### config.mk
export PLATFORM = sky130hd
export DESIGN_NAME = isp_port
export DESIGN_NICKNAME = d
export VERILOG_FILES = /design/src/design/isp_pkg.sv /design/src/design/isp_fifo.sv /design/src/design/isp_sync.sv /design/src/design/isp_port.sv
export SDC_FILE = /design/constraint.sdc
export NUM_CORES = 1
export LEC_CHECK = 0
export BUFFER_PORTS_ARGS = -buffer_cell sky130_fd_sc_hd__buf_2
export CELL_PAD_IN_SITES_DETAIL_PLACEMENT = 1
export CELL_PAD_IN_SITES_GLOBAL_PLACEMENT = 1
export CORE_ASPECT_RATIO = 0.75
export CORE_UTILIZATION = 50
export CTS_CLUSTER_SIZE = 14
export DETAILED_ROUTE_END_ITERATION = 8
export HOLD_SLACK_MARGIN = 0.06
export MAX_ROUTING_LAYER = met4
export PLACE_DENSITY = 0.72
export SETUP_SLACK_MARGIN = 0.5
export SYNTH_ARGS = -nofsm -noshare
export SYNTH_HDL_FRONTEND = slang
export SYNTH_SLANG_ARGS = --single-unit
### constraint.sdc
create_clock -name mclk -period 11.44 [get_ports mclk]
set_input_delay 3.432 -clock mclk [delete_from_list [all_inputs] [get_ports mclk]]
set_output_delay 3.432 -clock mclk [all_outputs]
set_load 0.02 [all_outputs]
### src/design/isp_pkg.sv
// Purpose: Shared constants and types for the inertial sensor serial port
// Assumes: 16-bit frames, 6-bit byte addresses, 16-bit output registers
// Notes:   Register offsets are the even (lower byte) addresses
package isp_pkg;

  localparam int FRAME_BITS  = 16;
  localparam int ADDR_W      = 6;
  localparam int NUM_CH      = 11;
  localparam int CH_W        = 4;
  localparam int FIFO_DEPTH  = 8;

  localparam logic [5:0] SUPPLY_VOLTAGE_OUT = 6'h02;
  localparam logic [5:0] RATE_X_OUT         = 6'h04;
  localparam logic [5:0] RATE_Y_OUT         = 6'h06;
  localparam logic [5:0] RATE_Z_OUT         = 6'h08;
  localparam logic [5:0] ACCEL_X_OUT        = 6'h0A;
  localparam logic [5:0] ACCEL_Y_OUT        = 6'h0C;
  localparam logic [5:0] ACCEL_Z_OUT        = 6'h0E;
  localparam logic [5:0] TEMP_X_OUT         = 6'h10;
  localparam logic [5:0] TEMP_Y_OUT         = 6'h12;
  localparam logic [5:0] TEMP_Z_OUT         = 6'h14;
  localparam logic [5:0] AUX_ANALOG_OUT     = 6'h16;
  localparam logic [5:0] OUT_FIRST          = SUPPLY_VOLTAGE_OUT;
  localparam logic [5:0] OUT_LAST           = AUX_ANALOG_OUT;

  // Field positions in an output word
  localparam int NEW_BIT     = 15;
  localparam int ERR_BIT     = 14;
  localparam int WIDE_MSB    = 13;
  localparam int NARROW_MSB  = 11;

  // Command word layout
  localparam int CMD_WRITE_BIT = 15;
  localparam int CMD_ZERO_BIT  = 14;
  localparam int CMD_ADDR_LSB  = 8;

  localparam logic [15:0] WORD_ZERO = 16'h0000;

  // A new sample for one output register
  typedef struct packed {
    logic [CH_W-1:0] ch;
    logic [13:0]     data;
  } isp_sample_t;

  // A decoded write frame handed to the control register store
  typedef struct packed {
    logic [ADDR_W-1:0] addr;
    logic [7:0]        data;
  } isp_wr_t;

endpackage

### src/design/isp_fifo.sv
// Purpose: Small synchronous FIFO with valid/ready on both sides
// Assumes: Single clock
// Notes:   Full and empty come from a separate occupancy count
`timescale 1ns/1ps
module isp_fifo #(
  parameter int WIDTH = 18,
  parameter int DEPTH = 8
) (
  input  wire logic             mclk,      // System clock
  input  wire logic             rst,       // Async reset, active high
  input  wire logic [WIDTH-1:0] in_data,   // Fill data
  input  wire logic             in_valid,  // Fill valid
  output logic                  in_ready,  // Not full
  output logic [WIDTH-1:0]      out_data,  // Head word
  output logic                  out_valid, // Not empty
  input  wire logic             out_ready  // Drain accepts
);
  localparam int AW = $clog2(DEPTH);

  logic [WIDTH-1:0] mem [DEPTH];
  logic [AW-1:0]    wr_q;
  logic [AW-1:0]    rd_q;
  logic [AW:0]      cnt_q;
  logic             push;
  logic             pop;

  assign in_ready  = (cnt_q != DEPTH[AW:0]);
  assign out_valid = (cnt_q != '0);
  assign push      = in_valid && in_ready;
  assign pop       = out_valid && out_ready;
  assign out_data  = mem[rd_q];

  always_ff @(posedge mclk) begin
    if (push) begin
      mem[wr_q] <= in_data;
    end
  end

  always_ff @(posedge mclk or posedge rst) begin
    if (rst) begin
      wr_q  <= '0;
      rd_q  <= '0;
      cnt_q <= '0;
    end else begin
      if (push) begin
        wr_q <= (wr_q == AW'(DEPTH - 1)) ? '0 : wr_q + 1'b1;
      end
      if (pop) begin
        rd_q <= (rd_q == AW'(DEPTH - 1)) ? '0 : rd_q + 1'b1;
      end
      cnt_q <= cnt_q + {{AW{1'b0}}, push} - {{AW{1'b0}}, pop};
    end
  end
endmodule

### src/design/isp_sync.sv
// Purpose: Two flip-flop synchroniser for the serial pins
// Assumes: Inputs asynchronous to mclk
// Notes:   Reset value chosen per bit so an idle bus reads as idle
`timescale 1ns/1ps
module isp_sync #(
  parameter int          W    = 3,
  parameter logic [W-1:0] INIT = '0
) (
  input  wire logic         mclk,  // System clock
  input  wire logic         rst,   // Async reset, active high
  input  wire logic [W-1:0] d,     // Asynchronous levels
  output logic [W-1:0]      q      // Synchronised levels
);
  logic [W-1:0] meta_q;

  always_ff @(posedge mclk or posedge rst) begin
    if (rst) begin
      meta_q <= INIT;
      q      <= INIT;
    end else begin
      meta_q <= d;
      q      <= meta_q;
    end
  end
endmodule

### src/design/isp_port.sv
// Purpose: Serial slave port giving access to sensor output registers
// Assumes: Serial clock idles high, data out changes after falling edges,
//          host samples on rising edges; mclk well above serial clock rate
// Notes:   Samples arrive through an 8-word FIFO from the conversion side
// Functional notes
// - Chip select high: output off, inputs ignored
// - Frames are sixteen clocks, full duplex
// - Write changes only the addressed byte
// - Either byte address returns whole word
// - Last eight bits of read ignored
// - Read data returned in next frame
// - Sixteen-bit registers, two byte addresses each
// - Outputs keep updating regardless of reads
// - Bit 15 set on new sample
// - Reading clears the new sample bit
// - Bit 14 shows error or alarm
// - Twelve-bit outputs ignore bits 13, 12
// - Rates: 14-bit signed at 0x04-0x09
// - Accelerations: 14-bit signed at 0x0A-0x0F
// - Temperatures: 12-bit signed at 0x10-0x15
// - Supply: 12-bit unsigned at 0x02-0x03
// - Auxiliary input: 12-bit unsigned at 0x16
// - Rate coding 14-bit two's complement
// - MSB at select fall, then after falls
`timescale 1ns/1ps
module isp_port
  import isp_pkg::*;
(
  input  wire logic        mclk,          // System clock, 200 MHz
  input  wire logic        rst,           // Async reset, active high
  input  wire logic        sclk,          // Serial clock pin
  input  wire logic        cs_n,          // Chip select pin, active low
  input  wire logic        sdi,           // Serial data in pin
  output logic             sdo_o,         // Serial data out value
  output logic             sdo_oe,        // Serial data out enable
  input  wire isp_sample_t smp_data,      // New sample: channel and value
  input  wire logic        smp_valid,     // Sample valid
  output logic             smp_ready,     // Sample FIFO has room
  input  wire logic        error_alarm,   // System error or alarm level
  output isp_wr_t          wr_data,       // Accepted control byte write
  output logic             wr_valid       // One-cycle write strobe
);
  localparam int SW = $bits(isp_sample_t);

  typedef enum logic [1:0] {ST_IDLE, ST_SHIFT, ST_DONE} st_t;

  logic [2:0]      pins;
  logic            sclk_s;
  logic            cs_n_s;
  logic            sdi_s;
  logic            sclk_q;
  logic            sclk_rise;
  logic            sclk_fall;
  logic            frame_start;
  st_t             st_q;
  logic [4:0]      bit_q;
  logic [15:0]     rx_q;
  logic [15:0]     rx_word;
  logic [15:0]     tx_q;
  logic [15:0]     next_tx_q;
  logic [15:0]     obs_q [NUM_CH];
  logic            frame_end;
  logic            is_read;
  logic            is_write;
  logic [CH_W-1:0] rd_ch;
  logic            rd_hit;
  isp_sample_t     f_data;
  logic            f_valid;
  logic            f_ready;

  // Map a byte address to an output channel; both byte addresses share one
  function automatic logic [CH_W-1:0] ch_of(input logic [ADDR_W-1:0] a);
    logic [ADDR_W-1:0] off;
    off   = a - OUT_FIRST;
    ch_of = off[CH_W:1];
  endfunction

  function automatic logic mapped(input logic [ADDR_W-1:0] a);
    mapped = (a >= OUT_FIRST) && (a <= (OUT_LAST + 6'h01));
  endfunction

  // Build the stored word from a sample, by channel width
  function automatic logic [15:0] pack_word(input logic [CH_W-1:0] c, input logic [13:0] v);
    logic wide;
    wide = (c >= ch_of(RATE_X_OUT)) && (c <= ch_of(ACCEL_Z_OUT));
    if (wide) begin
      pack_word = {2'b10, v};
    end else begin
      pack_word = {2'b10, 2'b00, v[NARROW_MSB:0]};
    end
  endfunction

  isp_sync #(
    .W    (3),
    .INIT (3'b110)
  ) u_sync (
    .mclk (mclk),
    .rst  (rst),
    .d    ({sclk, cs_n, sdi}),
    .q    (pins)
  );

  assign sclk_s = pins[2];
  assign cs_n_s = pins[1];
  assign sdi_s  = pins[0];

  isp_fifo #(
    .WIDTH (SW),
    .DEPTH (FIFO_DEPTH)
  ) u_fifo (
    .mclk      (mclk),
    .rst       (rst),
    .in_data   (smp_data),
    .in_valid  (smp_valid),
    .in_ready  (smp_ready),
    .out_data  (f_data),
    .out_valid (f_valid),
    .out_ready (f_ready)
  );

  // Edge detection on the synchronised clock, only while selected
  always_ff @(posedge mclk or posedge rst) begin
    if (rst) begin
      sclk_q <= 1'b1;
    end else begin
      sclk_q <= sclk_s;
    end
  end

  assign sclk_rise   = !cs_n_s && sclk_s && !sclk_q;
  assign sclk_fall   = !cs_n_s && !sclk_s && sclk_q;
  assign frame_start = (st_q == ST_IDLE) && !cs_n_s;
  assign rx_word     = {rx_q[14:0], sdi_s};
  assign frame_end   = sclk_rise && (bit_q == 5'(FRAME_BITS - 1));

  // Frame sequencer
  always_ff @(posedge mclk or posedge rst) begin
    if (rst) begin
      st_q  <= ST_IDLE;
      bit_q <= '0;
    end else begin
      unique case (st_q)
        ST_IDLE: begin
          bit_q <= '0;
          if (!cs_n_s) begin
            st_q <= ST_SHIFT;
          end
        end
        ST_SHIFT: begin
          if (cs_n_s) begin
            st_q <= ST_IDLE;
          end else if (frame_end) begin
            st_q <= ST_DONE;
          end else if (sclk_rise) begin
            bit_q <= bit_q + 5'd1;
          end
        end
        ST_DONE: begin
          if (cs_n_s) begin
            st_q <= ST_IDLE;
          end
        end
      endcase
    end
  end

  // Receive shift register, MSB first
  always_ff @(posedge mclk or posedge rst) begin
    if (rst) begin
      rx_q <= WORD_ZERO;
    end else if (st_q == ST_SHIFT && sclk_rise) begin
      rx_q <= rx_word;
    end
  end

  assign is_write = frame_end && rx_word[CMD_WRITE_BIT] && !rx_word[CMD_ZERO_BIT];
  assign is_read  = frame_end && !rx_word[CMD_WRITE_BIT] && !rx_word[CMD_ZERO_BIT];
  assign rd_ch    = ch_of(rx_word[CMD_ADDR_LSB +: ADDR_W]);
  assign rd_hit   = is_read && mapped(rx_word[CMD_ADDR_LSB +: ADDR_W]);

  // Control byte writes go out as one strobe; output registers are read only
  always_ff @(posedge mclk or posedge rst) begin
    if (rst) begin
      wr_valid <= 1'b0;
      wr_data  <= '0;
    end else begin
      wr_valid <= is_write && !mapped(rx_word[CMD_ADDR_LSB +: ADDR_W]);
      if (is_write) begin
        wr_data <= '{addr: rx_word[CMD_ADDR_LSB +: ADDR_W], data: rx_word[7:0]};
      end
    end
  end

  // Latch read word at end of frame, shifted out in the next one
  always_ff @(posedge mclk or posedge rst) begin
    if (rst) begin
      next_tx_q <= WORD_ZERO;
    end else if (is_read) begin
      next_tx_q <= rd_hit ? obs_q[rd_ch] : WORD_ZERO;
    end
  end

  // Transmit shift register
  always_ff @(posedge mclk or posedge rst) begin
    if (rst) begin
      tx_q <= WORD_ZERO;
    end else if (frame_start) begin
      tx_q <= next_tx_q;
    end else if (st_q == ST_SHIFT && sclk_fall && bit_q != '0) begin
      tx_q <= {tx_q[14:0], 1'b0};
    end
  end

  // Output words: samples always load, reads clear the new flag
  assign f_ready = 1'b1;

  always_ff @(posedge mclk or posedge rst) begin
    if (rst) begin
      for (int i = 0; i < NUM_CH; i++) begin
        obs_q[i] <= WORD_ZERO;
      end
    end else begin
      for (int i = 0; i < NUM_CH; i++) begin
        if (f_valid && f_data.ch == CH_W'(i)) begin
          obs_q[i] <= pack_word(f_data.ch, f_data.data);
        end else if (rd_hit && rd_ch == CH_W'(i)) begin
          obs_q[i][NEW_BIT] <= 1'b0;
        end
        obs_q[i][ERR_BIT] <= error_alarm;
      end
    end
  end

  assign sdo_oe = !cs_n_s && (st_q != ST_IDLE);
  assign sdo_o  = sdo_oe ? tx_q[15] : 1'b0;
endmodule

# After elaboration in Yosys (flattened, before gate mapping)
# Memories as Yosys holds them, arrays and structs flattened.
# Index checks and enable logic that the tools add are counted.
# word_totals
ff_bits	252
mem_bits_rw	144
in_bits	25
mem_count	1
word_cells	193
output_inout_bits	18
latch_bits	0
rom_bits	0
# mem_list
name	depth	width	read_ports	rd_clocked_by_memory_dff	write_ports	line_no	source
u_fifo.mem	8	18	1	0	1	isp_fifo.sv:20	logic [WIDTH-1:0] mem [DEPTH];
# classes
mul	0
shift	0
eq_ne	32
reduce_logical	68
n_div	0
add_sub_neg	6
bitwise	1
muxes	43
n_lt_le_gt_ge	5
# op_table
operator	n
$mux 16	5
$bmux 16 s4	1
$logic_and 1x1->1	41
$eq 4x3->1 const B	8
$reduce_bool 2->1	14
$mux 1	25
$eq 4x4->1 const B	6
$eq 4x2->1 const B	4
$mux 5	3
$mux 14	1
$pmux 5 s2	1
$eq 4x1->1 const B	2
$logic_not 4->1	2
$mux 2	4
$ne 2x2->1 const B	4
$add 3x1->3 const B	2
$eq 3x3->1 const B	2
$ge 6x2->1 const B	1
$le 6x5->1 const B	1
$logic_not 1->1	6
$mux 3	2
$pmux 2 s3	1
$add 5x1->5 const B	1
$eq 5x4->1 const B	1
other kinds (17)	17

# Depth between registers and ports, before layout
# depth
ltp_word	10
ltp_mapped	12
ltp_nobuf	10

# By module
# A second synthesis with hierarchy kept.
# unflattened
hier_cells	1081
area_unflattened_um2	17043.8
# modules_own_cells
mod	cells_each	area_each_um2	n_inst	seq_area_each_um2
isp_port	809	10735.3	1	5906.9
isp_fifo	265	6149.6	1	4574.4
isp_sync	7	158.9	1	155.1

# Least setup slack after synthesis
# Ideal clock, no wire load.
# synth_path
path_kind	input to register
startpoint	in smp_valid
endpoint	mem u_fifo.mem[0][0], enable pin
required_time_ns	11.001
path_stages	2
slack_ns	5.631
t_arrival_ns	5.369
n_path_buf	0
setup_time_ns	0.439
cell_sequence	nand2_1 -> nor4_1
# synth_between
elab_chain_cells	3
# synth_rtl
element	line_no	source
start: declaration	isp_port.sv:37	input wire logic smp_valid,
$logic_and 1x1->1	isp_fifo.sv:29	assign push = in_valid && in_ready;
$mux 1	isp_fifo.sv:34	if (push) begin
$mux 1 (not written as such)	isp_fifo.sv:35	mem[wr_q] <= in_data;
end: declaration	isp_fifo.sv:20	
# No other way between the ends.

# Final worst setup path
# layout_path
startpoint	reg st_q[1]
endpoint	out sdo_o
# layout_between
elab_chain_cells	3
# layout_rtl
element	line_no	source
start: declaration	isp_port.sv:55	st_t st_q;
start signal: assignment	isp_port.sv:139	st_q <= ST_IDLE;
start signal: assignment	isp_port.sv:146	st_q <= ST_SHIFT;
start signal: assignment	isp_port.sv:151	st_q <= ST_IDLE;
$reduce_bool 2->1	isp_port.sv:234	assign sdo_oe = !cs_n_s && (st_q != ST_IDLE);
$logic_and 1x1->1	isp_port.sv:234	
$mux 1	isp_port.sv:235	assign sdo_o = sdo_oe ? tx_q[15] : 1'b0;
end: declaration	isp_port.sv:34	output logic sdo_o,
# No other way between the ends.

==> reports/summary.md <==
The run finished with clean final reports. The logs give 1,091 for the instance count of the mapped netlist and 6060 sq um for the area used by multi-input combinational logic. The commonest cells after synthesis are sky130_fd_sc_hd__dfrtp_1 (247), sky130_fd_sc_hd__edfxtp_1 (144), sky130_fd_sc_hd__mux2_2 (143). For this run, the detailed router's first-pass iteration total came to 4. The areal power density over the cells was 262 nW/um^2. The endpoint of the worst hold path was u_sync.q[2]. After clock tree synthesis, the clock-pin slew on the worst setup and hold paths is 0.06 ns. The worst register-to-register path ends at next_tx_q[8]. Summed over all layers, the global routing overflow is 0. Counting the fill cells in the layout gives 3,104. The count of cell types in the netlist came out at 50.

The tools report the sum of routed wire length over all layers as 37,800 um. The number of max-cap violations is 0. The most common cell in the synthesized netlist is sky130_fd_sc_hd__dfrtp_1. In this run the biggest area consumer among cell types represents 36.4% of the synthesized area. In this run the standard cell core region covers 33,500 sq um.

Library cell with the largest summed area after synthesis: sky130_fd_sc_hd__dfrtp_1. For the global-route wire length before repair, the log shows 60,900 um. The logs give 1,536 for the total instance count after detailed placement and 0 ns for the sum of negative setup slack. The die outline area was 34,700 sq um. Pin placement for this block handled 43 I/O pins. The total setup buffers inserted after CTS is 0, and the total number of nets in the final design is 1,175. The initial antenna violation count is 0, and the number of buffers inserted by hold repair at cts is 0. The hold violation count in the final report was 0; the area used by sequential logic in the layout was 10,600 sq um. Across all register-to-register paths, the minimum setup slack is 7.27 ns.

The count of final max-slew check failures was 0; the routed wirelength normalized by instance count was 23.5 um. The congestion estimate from routability-driven global placement came to 0.720. The type of the tightest min-delay check was flip-flop to flip-flop. Clock tree synthesis inserted a total of 40 buffers. Gates resized during post-CTS repair numbered 0. The synthesized netlist net count is 1,138.

After the first detailed-routing iteration, the DRC count stood at 483. The later pin in the worst-skew pair is clocked with a latency of 0.55 ns. Averaged over all synthesized cells, the footprint is 15.6 sq um.

The share of final-layout standard cells stronger than drive strength 1 came out at 34.6%. For the pin with the worst max-slew slack, the measured transition is 1.20 ns. Counting flops and latches in the post-synthesis netlist gives 396. For the largest vdd supply drop, the log shows 0.000161 V. The worst reg2reg path depth works out to 10. The tools report the setup violation total in the final timing report as 0.

The fmax was 197 MHz; the worst clock skew on the final layout was 0.0198 ns. The via count of the first global-routing pass is 10,200. The number of sinks driven by the clock tree was 396; the number of port buffers was 42. The tools report the post-detailed-route count of antenna-violating nets as 0.

After layout, the worst path uses 44.4% of the clock period. After detailed routing, the number of vias per cell comes to 5.76. STA puts the critical path data required time at 8.01 ns.

Compared with the post-synthesis result, the final layout area differs by 11.8%. TritonCTS built the clock tree. The die is 162 um tall.

The die width works out to 215 um. The worst hold slack is 0.358 ns, and the post-synth design cell area is 17,000 sq um. In this run the critical register-to-register path is launched from rx_q[8].

Ranked by total cell area, the synthesized netlist is headed by sky130_fd_sc_hd__dfrtp_1 (36%), sky130_fd_sc_hd__edfxtp_1 (25%), sky130_fd_sc_hd__mux2_2 (9.5%). Antenna diode count: 0. The initial utilization of the core area, before any placement, comes to 50.7%. Summing over every cut layer, the via total after detailed routing is 9,269. The number of synthesized flops with an enable pin was 144.

During synthesis, Yosys emitted a total of 0 warnings. The number of non-filler instances in the completed layout is 1,609, and the largest net degree at the start of global routing is 169. The kind of end point of the critical path is a primary output. The H-tree generated during clock tree synthesis spans 2 levels. Among all flip-flop cells after synthesis, the most frequent one is sky130_fd_sc_hd__dfrtp_1. The longest clock path from root to sink contains 3 buffers. Counting flops with an async set or reset pin after synthesis yields a share of 63.6%. Measured against its own limit, the worst slew margin works out to 19.7%. The total track usage came out at 23.7%. The critical path is of the flip-flop to primary output type.

Setup repair after global routing left no endpoint under its margin. The minimum period implied by the final worst setup slack is 5.07 ns, and the estimated wirelength of the detail-placed design is 22,800 um. STA puts the critical path data arrival time at 1.64 ns. In this run the clock root is driven by a sky130_fd_sc_hd__clkbuf_16. For the number of remaining DRC errors, the log shows 0. Of all nets on the critical path, the largest fanout is 5. Counting instances, the worst hold path has a depth of 0. The share of the Yosys chip area taken by registers is 62.6%. In this run the most critical hold path is launched from u_sync.meta_q[2]. Static leakage power: 7.81 nW.

STA classifies the critical path startpoint as a flip-flop. The floorplan has 58 rows.
## cell usage in the layout, fill, tap and decap left out, drive strengths merged, types with 21 or more instances in the layout
cell type	count
mux2i	38
mux4	64
buf	60
ha	21
dfrtp	247
edfxtp	144
clkbuf	57
mux2	186
o21ai	57
nand2	115
## cell type report
cell class                 count  area share, %
sequential                   396           56.0
multi-input combinational    612           31.9
clock buffer                  57           6.13
tap                          450           2.96
timing repair buffer          60           1.88
clock inverter                16          0.770
inverter                      18          0.395
## state kept, by name (all words and copies together) (netlist names), 4 cells and up
name	flops
obs_q	166
u_fifo.cnt_q	4
tx_q	16
rx_q	15
next_tx_q	16
wr_data	14
u_fifo.mem	144
bit_q	5
## metal layers
metal	share of wire [%]	vias up	wire length, um	GRT usage (%)
li1	-	4106	-	-
met1	48	4974	18200	34.0
met2	47	134	17600	36.3
met3	3.1	55	1180	3.24
met4	1.9	0	703	5.36
met5	0	-	0	-
## metrics by stage
step	cell area, sq um	utilization [%]	setup slack (ns)	power (mW)
2_1_floorplan	17000	-	1.09	3.28
3_3_place_gp	17700	52.8	6.29	3.62
3_5_place_dp	17700	52.8	6.23	3.70
4_1_cts	19000	56.7	6.31	5.04
5_1_grt	19000	56.7	6.24	5.24
6_report	19000	56.7	6.37	4.98
## where the power goes
| part | leakage [nW] | internal (mW) | switching [mW] | total [mW] |
|---|---|---|---|---|
| combinational | 2.73 | 0.779 | 0.820 | 1.60 |
| sequential | 4.44 | 1.87 | 0.203 | 2.07 |
| clock | 0.642 | 0.758 | 0.552 | 1.31 |
| total | 7.81 | 3.41 | 1.57 | 4.98 |
## cells by family after synthesis
group	share of synthesized area [%]
AND/OR/NAND/NOR	5.26
buffers and inverters	2.24
flip-flops	62.6
multiplexers	24.0
AO/OA/AOI/OAI	3.98
adder cells (fa/ha/maj)	1.66
XOR/XNOR	0.309
## worst max-delay path, cell delays in order, from the launching register on
cell and delay, ns:
sky130_fd_sc_hd__dfrtp_1 0.38, sky130_fd_sc_hd__inv_1 0.09, sky130_fd_sc_hd__ha_1 0.23, sky130_fd_sc_hd__nor2_1 0.12, sky130_fd_sc_hd__and2_1 0.14, sky130_fd_sc_hd__buf_2 0.16
## worst max path at each step
stage | from | to
floorplan | rst | bit_q[0]
global placement | smp_valid | u_fifo.mem[7][6]
detailed placement | smp_valid | u_fifo.mem[7][5]
CTS | st_q[1] | sdo_o
global route | st_q[1] | sdo_o
finish | st_q[1] | sdo_o
(Power assumes the default switching activity.)
